<file path="src/acsw_pkg.sv">
// Shared constants, field positions and carrier types for the auxiliary status word bank.
package acsw_pkg;

	// -------------------------------------------------------------------------
	// Timing
	// -------------------------------------------------------------------------
	localparam int unsigned CLK_PERIOD_NS = 25;
	localparam int unsigned TENTH_MS_NS = 100000;
	localparam int unsigned TENTH_MS_CYCLES = TENTH_MS_NS / CLK_PERIOD_NS;
	localparam int unsigned SECOND_NS = 1000000000;
	localparam int unsigned SECOND_CYCLES = SECOND_NS / CLK_PERIOD_NS;

	// -------------------------------------------------------------------------
	// Word offsets
	// -------------------------------------------------------------------------
	localparam logic [7:0] OFS_LINK1_SVC = 8'h11;
	localparam logic [7:0] OFS_SEC_MIN = 8'h12;
	localparam logic [7:0] OFS_HOUR_DAY = 8'h13;
	localparam logic [7:0] OFS_MONTH_YEAR = 8'h14;
	localparam logic [7:0] OFS_WDAY_CTRL = 8'h15;
	localparam logic [7:0] OFS_KEYMAP = 8'h16;
	localparam logic [7:0] OFS_PWR_COUNT = 8'h17;
	localparam logic [7:0] OFS_PRESENCE = 8'h18;
	localparam logic [7:0] OFS_LOCK_TRACE = 8'h19;
	localparam logic [7:0] OFS_MAX_SCAN = 8'h1A;
	localparam logic [7:0] OFS_CUR_SCAN = 8'h1B;
	localparam logic [7:0] OFS_IRQ_STATUS = 8'h1C;
	localparam logic [7:0] OFS_IRQ_MASK = 8'h1D;

	// -------------------------------------------------------------------------
	// Field positions
	// -------------------------------------------------------------------------
	localparam int unsigned BIT_COMP = 13;
	localparam int unsigned BIT_STOP = 14;
	localparam int unsigned BIT_SET = 15;
	localparam int unsigned BIT_FPD_TRIG = 8;
	localparam int unsigned BIT_EDIT_DIS = 9;
	localparam int unsigned BIT_EDIT_STBY = 10;
	localparam int unsigned BIT_TRACE_END = 12;
	localparam int unsigned BIT_TRACING = 13;
	localparam int unsigned BIT_TRACE_TRIG = 14;
	localparam int unsigned BIT_TRACE_START = 15;
	localparam int unsigned BIT_CYCLE_FLAG = 5;
	localparam int unsigned BIT_NETPAR_L1 = 6;
	localparam int unsigned BIT_NETPAR_L0 = 7;
	localparam logic [7:0] EDIT_PASSWORD = 8'h5A;
	localparam logic [15:0] PRESENCE_UNIT_MASK = 16'hFB0F;
	localparam logic [7:0] HALF_MINUTE = 8'h30;

	// Interrupt status bits.
	localparam int unsigned IRQ_MINUTE = 0;
	localparam int unsigned IRQ_TRACE_END = 1;
	localparam int unsigned IRQ_POWER = 2;
	localparam int unsigned IRQ_NEW_MAX = 3;
	localparam int unsigned IRQ_W = 4;

	// -------------------------------------------------------------------------
	// Reset values
	// -------------------------------------------------------------------------
	localparam logic [15:0] WORD_RST = 16'h0000;
	localparam logic [7:0] DAY_RST = 8'h01;
	localparam logic [7:0] MONTH_RST = 8'h01;

	// -------------------------------------------------------------------------
	// Carrier types
	// -------------------------------------------------------------------------
	typedef struct packed {
		logic [7:0] year;
		logic [7:0] month;
		logic [7:0] wday;
		logic [7:0] day;
		logic [7:0] hour;
		logic [7:0] min;
		logic [7:0] sec;
	} acsw_cal_s;

	typedef struct packed {
		logic [7:0] addr;
		logic [15:0] wdata;
		logic wr;
		logic rd;
	} acsw_bus_s;

	typedef struct packed {
		logic [15:0] link1_service_time;
		logic [15:0] unit_present;
		logic cycle_time_flag;
		logic [1:0] net_param_flag;
		logic edit_standby;
		logic tracing;
		logic trace_done;
		logic power_restored;
		logic scan_end;
	} acsw_status_in_s;

endpackage

</file>
<file path="src/acsw_bank.sv">
// Auxiliary status word bank: calendar clock, counters, flags, edit lock and scan timing.
`timescale 1ns/1ps

module acsw_bank import acsw_pkg::*; #(
	parameter int unsigned SEC_CYCLES = SECOND_CYCLES
) (
	// Clock and reset
	input wire logic sys_clk,
	input wire logic resetn,
	// Register port
	input wire acsw_bus_s bus_req,
	output logic [15:0] rd_data,
	// Status from the controller
	input wire acsw_status_in_s st_in,
	// Control outputs
	output logic edit_lock,
	output logic fpd_trigger,
	output logic trace_start,
	output logic trace_trigger,
	output logic irq
);

	// -------------------------------------------------------------------------
	// Declarations
	// -------------------------------------------------------------------------
	acsw_cal_s cal_r, cal_nxt, shadow_r;
	logic stop_r, set_pend_r, comp_pend_r;
	logic [15:0] keymap_r, pwr_cnt_r, presence_r, svc_r;
	logic [7:0] password_r;
	logic fpd_r, edit_dis_r, trace_start_r, trace_trig_r, trace_end_r;
	logic [15:0] max_scan_r, cur_scan_r, scan_acc_r;
	logic [25:0] sec_cnt_r;
	logic [11:0] tms_cnt_r;
	logic sec_tick, tms_tick, minute_roll;
	logic [IRQ_W-1:0] irq_stat_r, irq_mask_r, irq_event;
	logic [15:0] rd_data_r, rd_mux;
	logic edit_lock_r, irq_r;
	logic wr_ctrl;

	assign wr_ctrl = bus_req.wr && bus_req.addr == OFS_WDAY_CTRL;

	// -------------------------------------------------------------------------
	// BCD helpers
	// -------------------------------------------------------------------------
	// Next BCD value of a two-digit byte.
	function automatic logic [7:0] bcd_inc8(input logic [7:0] v);
		if (v[3:0] == 4'h9) begin
			bcd_inc8 = {v[7:4] + 4'h1, 4'h0};
		end else begin
			bcd_inc8 = {v[7:4], v[3:0] + 4'h1};
		end
	endfunction

	// Last day of the month; year 00 counts as a leap year.
	function automatic logic [7:0] month_days(input logic [7:0] mon, input logic [7:0] yr);
		logic leap;
		leap = yr[4] ? (yr[3:0] == 4'h2 || yr[3:0] == 4'h6)
			: (yr[3:0] == 4'h0 || yr[3:0] == 4'h4 || yr[3:0] == 4'h8);
		case (mon)
			8'h02: month_days = leap ? 8'h29 : 8'h28;
			8'h04, 8'h06, 8'h09, 8'h11: month_days = 8'h30;
			default: month_days = 8'h31;
		endcase
	endfunction

	// -------------------------------------------------------------------------
	// Timebases
	// -------------------------------------------------------------------------
	// One-second and tenth-millisecond ticks keep running whatever the mode.
	always_ff @(posedge sys_clk or negedge resetn) begin
		if (!resetn) begin
			sec_cnt_r <= 26'h0000000;
		end else if (sec_tick) begin
			sec_cnt_r <= 26'h0000000;
		end else begin
			sec_cnt_r <= sec_cnt_r + 26'h0000001;
		end
	end
	assign sec_tick = sec_cnt_r == 26'(SEC_CYCLES - 1);

	always_ff @(posedge sys_clk or negedge resetn) begin
		if (!resetn) begin
			tms_cnt_r <= 12'h000;
		end else if (tms_tick) begin
			tms_cnt_r <= 12'h000;
		end else begin
			tms_cnt_r <= tms_cnt_r + 12'h001;
		end
	end
	assign tms_tick = tms_cnt_r == 12'(TENTH_MS_CYCLES - 1);

	// -------------------------------------------------------------------------
	// Calendar
	// -------------------------------------------------------------------------
	// Writes to the calendar words land in a shadow; the set bit moves them live.
	always_ff @(posedge sys_clk or negedge resetn) begin
		if (!resetn) begin
			shadow_r <= '{year: 8'h00, month: MONTH_RST, wday: 8'h00, day: DAY_RST,
				hour: 8'h00, min: 8'h00, sec: 8'h00};
		end else if (bus_req.wr) begin
			case (bus_req.addr)
				OFS_SEC_MIN: {shadow_r.min, shadow_r.sec} <= bus_req.wdata;
				OFS_HOUR_DAY: {shadow_r.day, shadow_r.hour} <= bus_req.wdata;
				OFS_MONTH_YEAR: {shadow_r.year, shadow_r.month} <= bus_req.wdata;
				OFS_WDAY_CTRL: shadow_r.wday <= bus_req.wdata[7:0];
				default: shadow_r <= shadow_r;
			endcase
		end
	end

	// Control bits: stop persists, set and compensation act once and clear.
	always_ff @(posedge sys_clk or negedge resetn) begin
		if (!resetn) begin
			stop_r <= 1'b0;
			set_pend_r <= 1'b0;
			comp_pend_r <= 1'b0;
		end else if (wr_ctrl) begin
			stop_r <= bus_req.wdata[BIT_STOP];
			set_pend_r <= bus_req.wdata[BIT_SET];
			comp_pend_r <= bus_req.wdata[BIT_COMP];
		end else begin
			set_pend_r <= 1'b0;
			comp_pend_r <= 1'b0;
		end
	end

	// Next calendar value: set load first, then compensation, then the second tick.
	always_comb begin
		logic adv;
		adv = sec_tick && !stop_r;
		cal_nxt = cal_r;
		minute_roll = 1'b0;
		if (set_pend_r) begin
			cal_nxt = shadow_r;
			adv = 1'b0;
		end else if (comp_pend_r) begin
			if (cal_r.sec < HALF_MINUTE) begin
				cal_nxt.sec = 8'h00;
				adv = 1'b0;
			end else begin
				cal_nxt.sec = 8'h59;
				adv = 1'b1;
			end
		end
		if (adv) begin
			if (cal_nxt.sec == 8'h59) begin
				cal_nxt.sec = 8'h00;
				minute_roll = 1'b1;
				if (cal_nxt.min == 8'h59) begin
					cal_nxt.min = 8'h00;
					if (cal_nxt.hour == 8'h23) begin
						cal_nxt.hour = 8'h00;
						cal_nxt.wday = (cal_nxt.wday >= 8'h06) ? 8'h00 : bcd_inc8(cal_nxt.wday);
						if (cal_nxt.day >= month_days(cal_nxt.month, cal_nxt.year)) begin
							cal_nxt.day = 8'h01;
							if (cal_nxt.month >= 8'h12) begin
								cal_nxt.month = 8'h01;
								cal_nxt.year = (cal_nxt.year == 8'h99) ? 8'h00 : bcd_inc8(cal_nxt.year);
							end else begin
								cal_nxt.month = bcd_inc8(cal_nxt.month);
							end
						end else begin
							cal_nxt.day = bcd_inc8(cal_nxt.day);
						end
					end else begin
						cal_nxt.hour = bcd_inc8(cal_nxt.hour);
					end
				end else begin
					cal_nxt.min = bcd_inc8(cal_nxt.min);
				end
			end else begin
				cal_nxt.sec = bcd_inc8(cal_nxt.sec);
			end
		end
	end

	// Live calendar; only resetn clears it, never a mode change.
	always_ff @(posedge sys_clk or negedge resetn) begin
		if (!resetn) begin
			cal_r <= '{year: 8'h00, month: MONTH_RST, wday: 8'h00, day: DAY_RST,
				hour: 8'h00, min: 8'h00, sec: 8'h00};
		end else begin
			cal_r <= cal_nxt;
		end
	end

	// -------------------------------------------------------------------------
	// Counters and sampled status
	// -------------------------------------------------------------------------
	// Power interruption count, four BCD digits, wrapping 9999 to 0000.
	always_ff @(posedge sys_clk or negedge resetn) begin
		if (!resetn) begin
			pwr_cnt_r <= WORD_RST;
		end else if (st_in.power_restored) begin
			if (pwr_cnt_r[7:0] == 8'h99) begin
				pwr_cnt_r <= {(pwr_cnt_r[15:8] == 8'h99) ? 8'h00 : bcd_inc8(pwr_cnt_r[15:8]), 8'h00};
			end else begin
				pwr_cnt_r <= {pwr_cnt_r[15:8], bcd_inc8(pwr_cnt_r[7:0])};
			end
		end
	end

	// Service time and presence word are sampled every cycle.
	always_ff @(posedge sys_clk or negedge resetn) begin
		if (!resetn) begin
			svc_r <= WORD_RST;
			presence_r <= WORD_RST;
		end else begin
			svc_r <= st_in.link1_service_time;
			presence_r <= (st_in.unit_present & PRESENCE_UNIT_MASK)
				| (16'(st_in.cycle_time_flag) << BIT_CYCLE_FLAG)
				| (16'(st_in.net_param_flag[1]) << BIT_NETPAR_L1)
				| (16'(st_in.net_param_flag[0]) << BIT_NETPAR_L0);
		end
	end

	// Scan time in tenths of a millisecond, saturating; latched at each scan end.
	always_ff @(posedge sys_clk or negedge resetn) begin
		if (!resetn) begin
			scan_acc_r <= WORD_RST;
			cur_scan_r <= WORD_RST;
			max_scan_r <= WORD_RST;
		end else if (st_in.scan_end) begin
			scan_acc_r <= WORD_RST;
			cur_scan_r <= scan_acc_r;
			if (scan_acc_r > max_scan_r) begin
				max_scan_r <= scan_acc_r;
			end
		end else if (tms_tick && scan_acc_r != 16'hFFFF) begin
			scan_acc_r <= scan_acc_r + 16'h0001;
		end
	end

	// -------------------------------------------------------------------------
	// User words: keyboard mapping, edit lock and trace control
	// -------------------------------------------------------------------------
	always_ff @(posedge sys_clk or negedge resetn) begin
		if (!resetn) begin
			keymap_r <= WORD_RST;
		end else if (bus_req.wr && bus_req.addr == OFS_KEYMAP) begin
			keymap_r <= bus_req.wdata;
		end
	end

	always_ff @(posedge sys_clk or negedge resetn) begin
		if (!resetn) begin
			password_r <= 8'h00;
			fpd_r <= 1'b0;
			edit_dis_r <= 1'b0;
			trace_trig_r <= 1'b0;
			trace_start_r <= 1'b0;
		end else if (bus_req.wr && bus_req.addr == OFS_LOCK_TRACE) begin
			password_r <= bus_req.wdata[7:0];
			fpd_r <= bus_req.wdata[BIT_FPD_TRIG];
			edit_dis_r <= bus_req.wdata[BIT_EDIT_DIS];
			trace_trig_r <= bus_req.wdata[BIT_TRACE_TRIG];
			trace_start_r <= bus_req.wdata[BIT_TRACE_START];
		end
	end

	// Trace end is set by the tracer and cleared by a new trace start; set wins.
	always_ff @(posedge sys_clk or negedge resetn) begin
		if (!resetn) begin
			trace_end_r <= 1'b0;
		end else if (st_in.trace_done) begin
			trace_end_r <= 1'b1;
		end else if (bus_req.wr && bus_req.addr == OFS_LOCK_TRACE && bus_req.wdata[BIT_TRACE_START]) begin
			trace_end_r <= 1'b0;
		end
	end

	// Lock output is honoured only with the password present.
	always_ff @(posedge sys_clk or negedge resetn) begin
		if (!resetn) begin
			edit_lock_r <= 1'b0;
		end else begin
			edit_lock_r <= edit_dis_r && password_r == EDIT_PASSWORD;
		end
	end

	// -------------------------------------------------------------------------
	// Interrupts
	// -------------------------------------------------------------------------
	assign irq_event[IRQ_MINUTE] = minute_roll;
	assign irq_event[IRQ_TRACE_END] = st_in.trace_done;
	assign irq_event[IRQ_POWER] = st_in.power_restored;
	assign irq_event[IRQ_NEW_MAX] = st_in.scan_end && scan_acc_r > max_scan_r;

	// Sticky status, write one to clear; a new event in the same cycle wins.
	always_ff @(posedge sys_clk or negedge resetn) begin
		if (!resetn) begin
			irq_stat_r <= '0;
			irq_mask_r <= '0;
			irq_r <= 1'b0;
		end else begin
			if (bus_req.wr && bus_req.addr == OFS_IRQ_STATUS) begin
				irq_stat_r <= (irq_stat_r & ~bus_req.wdata[IRQ_W-1:0]) | irq_event;
			end else begin
				irq_stat_r <= irq_stat_r | irq_event;
			end
			if (bus_req.wr && bus_req.addr == OFS_IRQ_MASK) begin
				irq_mask_r <= bus_req.wdata[IRQ_W-1:0];
			end
			irq_r <= |(irq_stat_r & irq_mask_r);
		end
	end

	// -------------------------------------------------------------------------
	// Read port
	// -------------------------------------------------------------------------
	// Calendar words read live; unmapped offsets read zero.
	always_comb begin
		case (bus_req.addr)
			OFS_LINK1_SVC: rd_mux = svc_r;
			OFS_SEC_MIN: rd_mux = {cal_r.min, cal_r.sec};
			OFS_HOUR_DAY: rd_mux = {cal_r.day, cal_r.hour};
			OFS_MONTH_YEAR: rd_mux = {cal_r.year, cal_r.month};
			OFS_WDAY_CTRL: rd_mux = {set_pend_r, stop_r, comp_pend_r, 5'h00, cal_r.wday};
			OFS_KEYMAP: rd_mux = keymap_r;
			OFS_PWR_COUNT: rd_mux = pwr_cnt_r;
			OFS_PRESENCE: rd_mux = presence_r;
			OFS_LOCK_TRACE: rd_mux = {trace_start_r, trace_trig_r, st_in.tracing, trace_end_r, 1'b0,
				st_in.edit_standby, edit_dis_r, fpd_r, password_r};
			OFS_MAX_SCAN: rd_mux = max_scan_r;
			OFS_CUR_SCAN: rd_mux = cur_scan_r;
			OFS_IRQ_STATUS: rd_mux = {12'h000, irq_stat_r};
			OFS_IRQ_MASK: rd_mux = {12'h000, irq_mask_r};
			default: rd_mux = 16'h0000;
		endcase
	end

	always_ff @(posedge sys_clk or negedge resetn) begin
		if (!resetn) begin
			rd_data_r <= WORD_RST;
		end else if (bus_req.rd) begin
			rd_data_r <= rd_mux;
		end else begin
			rd_data_r <= WORD_RST;
		end
	end

	// Outputs come straight from flip-flops.
	assign rd_data = rd_data_r;
	assign edit_lock = edit_lock_r;
	assign fpd_trigger = fpd_r;
	assign trace_start = trace_start_r;
	assign trace_trigger = trace_trig_r;
	assign irq = irq_r;
endmodule

</file>
<file path="config.mk">
export PLATFORM = sky130hd
export DESIGN_NAME = acsw_bank
export DESIGN_NICKNAME = d
export VERILOG_FILES = /design/src/acsw_pkg.sv /design/src/acsw_bank.sv
export SDC_FILE = /design/constraint.sdc
export NUM_CORES = 1
export LEC_CHECK = 0
export BUFFER_PORTS_ARGS = -buffer_cell sky130_fd_sc_hd__buf_4
export CORE_UTILIZATION = 39
export CTS_CLUSTER_SIZE = 8
export DETAILED_ROUTE_END_ITERATION = 7
export GPL_TIMING_DRIVEN = 0
export HOLD_SLACK_MARGIN = 0.1
export SYNTH_ARGS = -nofsm -noshare
export SYNTH_HDL_FRONTEND = slang
export SYNTH_SLANG_ARGS = --single-unit
</file>
<file path="constraint.sdc">
create_clock -name sys_clk -period 12.35 [get_ports sys_clk]
set_input_delay 3.0875 -clock sys_clk [delete_from_list [all_inputs] [get_ports sys_clk]]
set_output_delay 3.0875 -clock sys_clk [all_outputs]
set_load 0.01 [all_outputs]
</file>
* Yosys cells after proc, flatten, opt, wreduce, memory -nomap -nowiden
Index checks and enable logic that the tools add are counted.
** Cells by class
- Add/sub/neg operators :: 21
- Order comparisons :: 5
- Eq/ne operators :: 41
- Mux-type cells :: 51
- Bitwise gates (word level) :: 8
- Reduce and logical (&&, ||, !) cells :: 29
** Operator list (number)
- $pmux 16 s13 :: 1
- $mux 8 :: 25
- $eq 8x5->1 const B :: 14
- $mux 48 :: 2
- $add 4x1->4 const B :: 18
- $mux 16 :: 4
- $mux 56 :: 1
- $eq 4x4->1 const B :: 10
- $mux 40 :: 1
- $mux 32 :: 1
- $add 26x1->26 const B :: 1
- $eq 26x26->1 const B :: 1
- $mux 26 :: 1
- $eq 8x7->1 const B :: 3
- $eq 8x8->1 const B :: 3
- $add 16x1->16 const B :: 1
- $eq 8x3->1 const B :: 2
- $gt 16x16->1 :: 1
- $ne 16x16->1 const B :: 1
- $or 16x6->16 :: 1
- $or 16x7->16 :: 1
- $or 16x8->16 :: 1
- $reduce_and 2->1 :: 7
- $add 12x1->12 const B :: 1
- other kinds (25) :: 53
** Word-level totals
- Bits in registers :: 304
- Bits of input ports :: 68
- Output and inout bits :: 21
- Logic and storage cells :: 195

* Depth between registers and ports, before layout
Gate-level depths: netlist of the first run.
- Word-level depth :: 17
- Mapped depth :: 19
- Gate-level depth less buffers :: 13

* Worst setup path before layout of the first run
Ideal clock, no wire load.
- Path kind :: input-to-reg
- From :: in bus_req[23] (netlist bit)
- To :: reg shadow_r[20] (netlist bit)
- Setup time :: 0.125 ns
- Arrival time :: 5.045 ns
- Required time :: 12.225 ns
- Slack :: 7.181 ns
- Stages :: 6
- Buffers on the path :: 1
- Cell sequence :: or4b_1 or3_1 nor2_1 nand2_1 clkbuf_1 mux2_2
** On the way
- Cells in the longest elaborated chain, start to end :: 2
** RTL lines
- from (decl) :: line acsw_bank.sv:11 : input wire acsw_bus_s bus_req,
- $eq 8x5->1 :: line acsw_bank.sv:101 : case (bus_req.addr)
- $reduce_and 2->1 (no line)
- to (signal assigned) :: line acsw_bank.sv:98 : shadow_r <= '{year: 8'h00, month: MONTH_RST, wday: 8'h00, day: DAY_RST,
- to (signal assigned) :: line acsw_bank.sv:106 : default: shadow_r <= shadow_r;
- to (decl) :: line acsw_bank.sv:26 : acsw_cal_s cal_r, cal_nxt, shadow_r;
No other way between the ends.
A chain may end at the register's enable or synchronous reset.

* Worst setup path after layout of the first run
- From :: in bus_req[23] (netlist bit)
- To :: reg shadow_r[54] (netlist bit)
The elaborated chain is that of the path after synthesis.

==> flow_summary.yaml, run 1 <==
status:
  outcome: "complete, no violations"
power_and_ir_drop:
  powerDensity_mw_per_mm2: 143
  power_uw: 2510
  peakVddDrop_v: 0.000130
  p_leak_uw: 0.00792
worst_setup_path:
  slowest_delay_ns: 0.87
  critical_path.slowest_cell: "nor3_2"
  cp_data_arrival_time_ns: 6.38
  end_kind: "flip-flop"
  critPathBufInv: 2
  cp-start-kind: "input port"
  crit_path_max_fanout: 10
  cp_cell_sequence: "buf_4, nor4b_2, nand3b_1, nor3_2, nand2_1, clkbuf_1, mux2_2"
  criticalPathCategory: "input port to flip-flop"
  cp.required_ns: 12.78
  path_delay_family: "simple AND/OR/NAND/NOR gates"
place:
  pre_cts_ws_ns: 5.91
  place_congestion: 0.950
  port_buffers: 77
  place_hpwl_mm: 32.5
  placed_cells: 1950
yosys:
  syn_area_mm2: 0.0151
  synth_commonest_cells: "dfrtp_1 (298), mux2_2 (140), nand2_1 (98)"
  synthCells: 1360
  synth_mux_area_share_pct: 14.4
  synth.distinct_cells: 79
  synth_edf_count: 0
  synth-seq-cells: 302
  synth_top_area_share_pct: 49.5
  synth-compound-area-share_pct: 12.0
  synth_most_common_cell: "dfrtp_1"
  synthAdderAreaFrac_pct: 3.74
  synth_top_family_by_area: "multiplexers"
  syn_area_per_cell_um2: 11.1
  synthSimpleGateAreaFrac_pct: 14.1
  synthXorXnorAreaFrac_pct: 3.14
  syn_nets: 1473
  synthTopCellsByArea: "dfrtp_1 (49%), mux2_2 (10%), ha_1 (3.7%), mux2i_1 (3.7%), nand2_1 (2.4%)"
  synthFlopType: "dfrtp_1"
  yosys.area.top_type: "dfrtp_1"
  yosysSeqAreaShare_pct: 50.2
  yosysWarnings: 0
  ys_async_sr_fraction_pct: 100
die:
  fp-row-count: 71
  ios: 89
  die_w_um: 199
  dieArea_mm2: 0.0394
  coreArea_mm2: 0.0378
  die_y_um: 199
  start_util_pct: 39.8
timing:
  period_share_pct: 48.2
  setup_ws_ns: 6.40
  fin_tns_setup_ns: 0
  fmax_mhz: 168
  fin_skew_ns: 0.0217
  max-slew-margin-rel_pct: 16.4
  rsz0062_at_grt: "no"
  min_period_ns: 5.95
  report.final.slew_viol_count: 0
  setup_viol: 0
  hold_viol: 0
  tightest_slew_ns: 1.24
detailed_routing:
  wl_mm: 45.3
  viasPerCell: 5.78
  via_count: 11600
  drt_iter0_drc: 1124
  drc: 0
  drt-pass1-iter-count: 7
  wire_per_inst_um: 22.5
  ant_nets: 0
clock_tree:
  numCtsBuffers: 43
  ctsHoldBuffers: 0
  clk_pin_slew_ns: 0.05
  root_buffer: "clkbuf_16"
  clockBufferDepth: 3
  post_cts_buffers: 0
  postCtsResizedCells: 0
  htreeDepth: 2
  cts.sinks: 302
  cts_tree: "done"
  worst_skew_pair.late_latency_ns: 0.56
final_layout:
  fin_nets: 1597
  instances_no_fill: 2013
  fillers: 3527
  syn_to_final_growth_pct: 16.5
  drive_gt1_share_pct: 19.9
hold_path:
  hp-class: "flip-flop to flip-flop"
grt:
  grt_max_degree: 120
  antenna_found_initial: 0
  grt_pass1_vias: 11400
  gr-usage-all-layers_pct: 23.4
  grt_pass1_wl_mm: 68.5
  grt-ovfl-total: 0
flow_run:
  timing.max_cap.violations: 0
[placed cells by master (no fill, tap or decap), drive strengths merged, types with 27 or more instances in the layout]
| cell | Yosys | final |
|---|---|---|
| dfrtp | 298 | 298 |
| mux2 | 140 | 140 |
| nand2 | 99 | 99 |
| buf | 15 | 94 |
| clkbuf | 33 | 94 |
| nor2 | 89 | 89 |
| o21ai | 56 | 56 |
| mux2i | 55 | 55 |
| nand3 | 47 | 47 |
| ha | 45 | 45 |
| a21oi | 45 | 45 |
| inv | 44 | 44 |
| xnor2 | 28 | 28 |
| nor3 | 27 | 27 |
[layout make-up]
| cell class | count | area, um^2 | share of cell area, % |
|---|---|---|---|
| Inverter | 44 | 165 | 0.941 |
| Clock buffer | 61 | 1190 | 6.76 |
| Antenna cell | 2 | 5.00 | 0.0285 |
| Buffer | 48 | 198 | 1.13 |
| Multi-Input combinational cell | 966 | 7150 | 40.8 |
| Tap cell | 511 | 639 | 3.64 |
| Timing Repair Buffer | 79 | 641 | 3.65 |
| Sequential cell | 302 | 7560 | 43.1 |
[sequential cells by signal, indices dropped and copies added (netlist names), 4 cells and up]
signal / count
cal_r: 56
shadow_r: 56
sec_cnt_r: 26
cur_scan_r: 16
keymap_r: 16
max_scan_r: 16
pwr_cnt_r: 16
rd_data: 16
scan_acc_r: 16
svc_r: 16
presence_r: 14
tms_cnt_r: 12
password_r: 8
irq_mask_r: 4
irq_stat_r: 4
[per-stage QoR]
step | cell area, um^2 | util (%) | hold slack, ns
2_1_floorplan | 15100 | - | 0.425
3_3_place_gp | 16300 | 43.0 | 0.460
3_5_place_dp | 16400 | 43.2 | 0.478
4_1_cts | 17500 | 46.4 | 0.490
5_1_grt | 17500 | 46.4 | 0.511
6_report | 17500 | 46.4 | 0.493
[logic make-up (layout without fill, tap and decap cells)]
family / Yosys count / after routing
AOI/OAI and AO/OA: 260 / 260
xor gates and xnor gates: 54 / 54
adders and majority gates: 45 / 45
buffers and inverters: 92 / 232
DFF: 302 / 302
muxes: 197 / 197
other: 0 / 2
and+or+nand+nor: 410 / 410
[power breakdown]
group	switching (uW)	internal (uW)
Combinational	185	151
Clock	430	653
Sequential	51.2	1040
Total	666	1850
[final timing paths]
path / start / end / slack [ns] / cells past startpoint
max in group asynchronous: resetn / scan_acc_r[8]$_DFFE_PN0P_ / 8.82 / 2
worst max register to register: set_pend_r$_DFF_PN0_ / cal_r[55]$_DFF_PN0_ / 7.03 / 19
min in group asynchronous: resetn / sec_cnt_r[19]$_DFF_PN0_ / 2.51 / 1
worst min-delay path: shadow_r[1]$_DFFE_PN0P_ / cal_r[1]$_DFF_PN0_ / 0.49 / 2
worst min register to register: shadow_r[1]$_DFFE_PN0P_ / cal_r[1]$_DFF_PN0_ / 0.49 / 2
worst max-delay path: bus_req[23] / shadow_r[54]$_DFFE_PN0P_ / 6.40 / 7
[layer usage]
layer	vias up	routed length, um	track usage (%)
li1	5250	-	-
met1	5851	20100	31.5
met2	429	19700	34.9
met3	109	3380	6.19
met4	0	2090	11.2
met5	-	0	0
[worst register-to-register path: stages (launching register included)]
cell and delay, ns:
dfrtp_1 0.31, buf_2 0.30, buf_2 0.37, buf_2 0.42, buf_2 0.38, buf_2 0.44
mux2i_1 0.40, ha_1 0.26, nand2_1 0.06, nor3b_1 0.38, nand3_1 0.13, nand3_1 0.13
ha_1 0.13, nor3b_1 0.04, a21oi_1 0.17, o21a_1 0.20, clkbuf_1 0.44, nand4_1 0.29
o21ai_0 0.25, o31ai_1 0.10
(Power assumes the default switching activity.)
==> run 2, diff against run 1 <==
==> constraint.sdc (replaced) <==
create_clock -name sys_clk -period 5.5 [get_ports sys_clk]
set_input_delay 1.375 -clock sys_clk [delete_from_list [all_inputs] [get_ports sys_clk]]
set_output_delay 1.375 -clock sys_clk [all_outputs]
set_load 0.01 [all_outputs]
==> run 2 against run 1 <==
Register-to-register slack got worse by 6.7 ns. Critical path depth increased by 12. Total power increased by 120%. Worst hold slack improved by 0.00089 ns. Die area unchanged. Critical endpoint is now cal_r[53]$_DFF_PN0_. Clock power increased by 120%. Clock-buffer cell count unchanged.
==> flow_summary.yaml, run 2 (same netlist as run 1, synthesis figures left out) <==
timing:
  hold_viol: 0
  fin_tns_setup_ns: 0
  report.final.slew_viol_count: 0
  fin_skew_ns: 0.0234
  max-slew-margin-rel_pct: 18.7
  setup_viol: 0
  min_period_ns: 5.18
  tightest_slew_ns: 1.21
  period_share_pct: 94.2
  rsz0062_at_grt: "no"
  fmax_mhz: 193
power_and_ir_drop:
  pwr-share-seq_pct: 43.6
  p_int_uw: 4150
  p_sw_share_pct: 26.5
  peakVddDrop_v: 0.000290
  p_leak_uw: 0.00792
  netSwitchingPower_uw: 1490
  pwr-share-comb_pct: 13.3
  power_frac_clock_pct: 43.1
  powerDensity_mw_per_mm2: 321
worst_setup_path:
  cp-start-kind: "flip-flop"
  end_kind: "flip-flop"
  crit_path_max_fanout: 10
  cp_data_arrival_time_ns: 5.62
  criticalPathCategory: "flip-flop to flip-flop"
  crit_path_start: "set_pend_r$_DFF_PN0_"
  r2r_start: "set_pend_r$_DFF_PN0_"
  cp.required_ns: 5.94
clock_tree:
  root_buffer: "clkbuf_16"
  cts_tree: "done"
  htreeDepth: 2
  numCtsBuffers: 43
  clockBufferDepth: 3
  post_cts_buffers: 0
  ctsHoldBuffers: 0
  worst_skew_pair.late_latency_ns: 0.56
  postCtsResizedCells: 0
  clk_pin_slew_ns: 0.05
  cts.sinks: 302
grt:
  grt-ovfl-total: 0
  grt_max_degree: 120
  grt_pass1_vias: 11400
  grt_pass1_wl_mm: 68.5
  gr-usage-all-layers_pct: 23.4
  antenna_found_initial: 0
detailed_routing:
  wl_mm: 45.1
  drt_iter0_drc: 1078
  drt-pass1-iter-count: 5
  wire_per_inst_um: 22.4
  ant_nets: 0
  viasPerCell: 5.77
  drc: 0
  via_count: 11600
final_layout:
  layout_commonest_cell: "dfrtp_1"
  reg_top3: "cal_r: 56 flops, shadow_r: 56 flops, sec_cnt_r: 26 flops"
  final_util_pct: 46.4
  fin_nets: 1596
  drive_gt1_share_pct: 19.9
  fillers: 3528
  final_cell_mix: "dfrtp_1 (298), mux2_2 (140), nand2_1 (98)"
  fin_area_mm2: 0.0175
  syn_to_final_growth_pct: 16.5
place:
  port_buffers: 77
  place_congestion: 0.950
  place_hpwl_mm: 32.5
  dpl_cell_area_mm2: 0.0164
die:
  start_util_pct: 39.8
  fp-row-count: 71
  coreArea_mm2: 0.0378
  ios: 89
  die_w_um: 199
  dieArea_mm2: 0.0394
  die_y_um: 199
flow_run:
  timing.max_cap.violations: 0
status:
  outcome: "complete, no violations"
hold_path:
  hp-start: "sec_cnt_r[13]$_DFF_PN0_"
  hp-class: "flip-flop to flip-flop"
run 2: changes by cell type in the layout (fill, tap and decap cells not counted):
cell	change
clkbuf_1	-1
clkbuf_2	+1
buf_1	-1
run 2: final timing paths:
path,to,slack [ns],cells past startpoint
max in group asynchronous,scan_acc_r[8]$_DFFE_PN0P_,3.68,2
max reg2reg,cal_r[53]$_DFF_PN0_,0.32,19
min reg2reg,sec_cnt_r[13]$_DFF_PN0_,0.49,1
min in group asynchronous,sec_cnt_r[19]$_DFF_PN0_,0.79,1
min,sec_cnt_r[13]$_DFF_PN0_,0.49,1
max,cal_r[53]$_DFF_PN0_,0.32,19
run 2: power by group through the flow:
stage | clock, uW | sequential (uW) | combinational [uW]
finish | 2430 | 2460 | 750
global route | 2590 | 2470 | 811
CTS | 2490 | 2450 | 751
detailed placement | 0 | 2490 | 744
global placement | 0 | 2490 | 723
floorplan | 0 | 2440 | 507
run 2: cell type report:
type | count | area, um^2 | share of cell area, %
buffer | 47 | 195 | 1.11
sequential | 302 | 7560 | 43.1
timing repair buffer | 79 | 641 | 3.65
tap | 511 | 639 | 3.64
antenna | 2 | 5.00 | 0.0285
multi-input combinational | 966 | 7150 | 40.8
clock buffer | 61 | 1190 | 6.76
inverter | 44 | 165 | 0.941
run 2: worst max-delay path, stage by stage (launching register included):
cell and delay [ns]:
dfrtp_1 0.31, buf_2 0.30, buf_2 0.37, buf_2 0.41, buf_2 0.38, buf_2 0.43
mux2i_1 0.40, ha_1 0.26, nand2_1 0.06, nor3b_1 0.38, nand3_1 0.13, nand3_1 0.12
ha_1 0.23, nor3b_1 0.20, a21oi_1 0.11, o21a_1 0.24, clkbuf_2 0.22, nand4_1 0.24
nor3b_1 0.08, a21o_1 0.15
run 2: per-stage QoR:
| step | hold slack, ns | setup WS [ns] | instances | power [uW] |
|---|---|---|---|---|
| 2_1_floorplan | 0.425 | 1.58 | 1360 | 2950 |
| 3_3_place_gp | 0.460 | 0.249 | 1948 | 3210 |
| 3_5_place_dp | 0.478 | 0.207 | 1950 | 3230 |
| 4_1_cts | 0.490 | 0.201 | 2011 | 5690 |
| 5_1_grt | 0.511 | 0.0670 | 2010 | 5870 |
| 6_report | 0.493 | 0.321 | 2012 | 5640 |
run 2: layer usage:
metal  part of all wire [%]  vias up  GRT usage (%)
li1                       -     5262              -
met1                     44     5825           31.5
met2                     44      421           34.9
met3                    7.6      106           6.19
met4                    4.6        0           11.2
met5                      0        -              0
==> run 3, diff against run 2 <==
--- a/config.mk
+++ b/config.mk
@@ -7,10 +7,12 @@
 export LEC_CHECK = 0
 export BUFFER_PORTS_ARGS = -buffer_cell sky130_fd_sc_hd__buf_4
 export CORE_UTILIZATION = 39
+export CTS_BUF_LIST = sky130_fd_sc_hd__clkbuf_4
 export CTS_CLUSTER_SIZE = 8
 export DETAILED_ROUTE_END_ITERATION = 7
 export GPL_TIMING_DRIVEN = 0
 export HOLD_SLACK_MARGIN = 0.1
+export REMOVE_ABC_BUFFERS = 1
 export SYNTH_ARGS = -nofsm -noshare
 export SYNTH_HDL_FRONTEND = slang
 export SYNTH_SLANG_ARGS = --single-unit
==> run 3 against run 2 <==
Wire length is 5.0% lower. Fmax is 10% higher. Total power is 3.4% lower. Critical path type is now input port to flip-flop. Sequential share of layout area is 0.30 points higher. Cell area is 0.64% lower. Clock skew is 0.035 ns higher. Register-to-register slack better by 0.96 ns. Critical endpoint is now keymap_r[3]$_DFFE_PN0P_. Critical path depth is 13 lower. Global-route usage is 1.1 points lower. Combinational power is 10% higher.
==> flow_summary.yaml, run 3 (same netlist as run 1, synthesis figures left out) <==
final_layout:
  drive_gt1_share_pct: 25.5
  fillers: 3539
  fin_nets: 1599
  final_cell_mix: "dfrtp_1 (297), mux2_2 (140), clkbuf_4 (136)"
  syn_to_final_growth_pct: 15.7
  reg_top3: "cal_r: 56 flops, shadow_r: 56 flops, sec_cnt_r: 26 flops"
  layout_commonest_cell: "dfrtp_1"
  final_util_pct: 46.1
power_and_ir_drop:
  p_leak_uw: 0.00797
  peakVddDrop_v: 0.000202
  powerDensity_mw_per_mm2: 312
grt:
  grt_pass1_vias: 11500
  grt_max_degree: 110
  gr-usage-all-layers_pct: 22.3
  grt_pass1_wl_mm: 66.0
  grt-ovfl-total: 0
  antenna_found_initial: 2
timing:
  rsz0062_at_grt: "no"
  fin_skew_ns: 0.0583
  hold_viol: 0
  whs_ns: 0.468
  setup_viol: 0
  max-slew-margin-rel_pct: 4.24
  min_period_ns: 4.69
  setup_ws_ns: 0.810
  fmax_mhz: 213
  fin_tns_setup_ns: 0
  period_share_pct: 85.3
  tightest_slew_ns: 1.43
  report.final.slew_viol_count: 0
clock_tree:
  post_cts_buffers: 0
  postCtsResizedCells: 0
  numCtsBuffers: 84
  htreeDepth: 3
  ctsHoldBuffers: 0
  cts.sinks: 302
  cts_tree: "done"
  clk_pin_slew_ns: 0.06
  root_buffer: "clkbuf_4"
  clockBufferDepth: 3
  worst_skew_pair.late_latency_ns: 0.79
detailed_routing:
  viasPerCell: 5.67
  via_count: 11700
  wire_per_inst_um: 20.7
  drc: 0
  drt_iter0_drc: 861
  ant_nets: 0
  drt-pass1-iter-count: 7
  wl_mm: 42.8
die:
  coreArea_mm2: 0.0378
  ios: 89
  fp-row-count: 71
  die_y_um: 199
  start_util_pct: 39.8
  die_w_um: 199
  dieArea_mm2: 0.0394
worst_setup_path:
  criticalPathCategory: "input port to flip-flop"
  cp_data_arrival_time_ns: 5.33
  cp-start-kind: "input port"
  end_kind: "flip-flop"
  crit_path_max_fanout: 16
  cp.required_ns: 6.14
place:
  place_congestion: 0.881
  place_hpwl_mm: 29.6
  port_buffers: 83
  pre_cts_ws_ns: 0.180
flow_run:
  timing.max_cap.violations: 0
hold_path:
  hp-class: "flip-flop to flip-flop"
status:
  outcome: "complete, no violations"
run 3: metal layers:
| layer | share of wire [%] | GRT usage [%] | vias to the layer above |
|---|---|---|---|
| met5 | 0.040 | 0 | - |
| met4 | 4.8 | 12.8 | 2 |
| met3 | 6.8 | 5.37 | 131 |
| met2 | 44 | 33.5 | 441 |
| met1 | 44 | 29.4 | 5817 |
| li1 | - | - | 5325 |
run 3: critical path: stages:
cell      delay [ns]
buf_4           0.11
nor4b_2         0.51
nand3b_1        0.57
nor2_1          1.26
nand2_1         0.96
mux2_2          0.53
run 3: stage by stage:
stage | std cells | total power (uW) | instance area (um^2)
floorplan | 1312 | 2930 | 14900
global placement | 1906 | 3200 | 16100
detailed placement | 1911 | 3300 | 16300
CTS | 2065 | 5510 | 17400
global route | 2066 | 5720 | 17400
finish | 2066 | 5450 | 17400
run 3: final cells by class:
cell class	instances	area (um^2)	share of cell area [%]
sequential	302	7570	43.4
antenna	1	2.50	0.0144
inverter	44	165	0.947
multi-input combinational	966	7170	41.1
clock inverter	18	125	0.718
tap	511	639	3.67
clock buffer	136	1020	5.86
timing repair buffer	88	739	4.24
run 3: worst paths after layout:
path	endpoint	startpoint	cells past startpoint	slack (ns)
hold / removal	cal_r[1]$_DFF_PN0_	shadow_r[1]$_DFFE_PN0P_	2	0.47
setup / recovery	keymap_r[3]$_DFFE_PN0P_	bus_req[23]	6	0.81
min in group asynchronous	scan_acc_r[11]$_DFFE_PN0P_	resetn	1	0.60
max in group asynchronous	sec_cnt_r[18]$_DFF_PN0_	resetn	3	3.41
setup reg to reg	cal_r[40]$_DFF_PN1_	set_pend_r$_DFF_PN0_	13	1.28
hold reg to reg	cal_r[1]$_DFF_PN0_	shadow_r[1]$_DFFE_PN0P_	2	0.47
run 3: power breakdown:
| part | switching (uW) | leakage (uW) | internal [uW] |
|---|---|---|---|
| Clock | 1000 | 0.000681 | 1170 |
| Combinational | 445 | 0.00326 | 382 |
| Sequential | 108 | 0.00403 | 2340 |
| Total | 1550 | 0.00797 | 3890 |
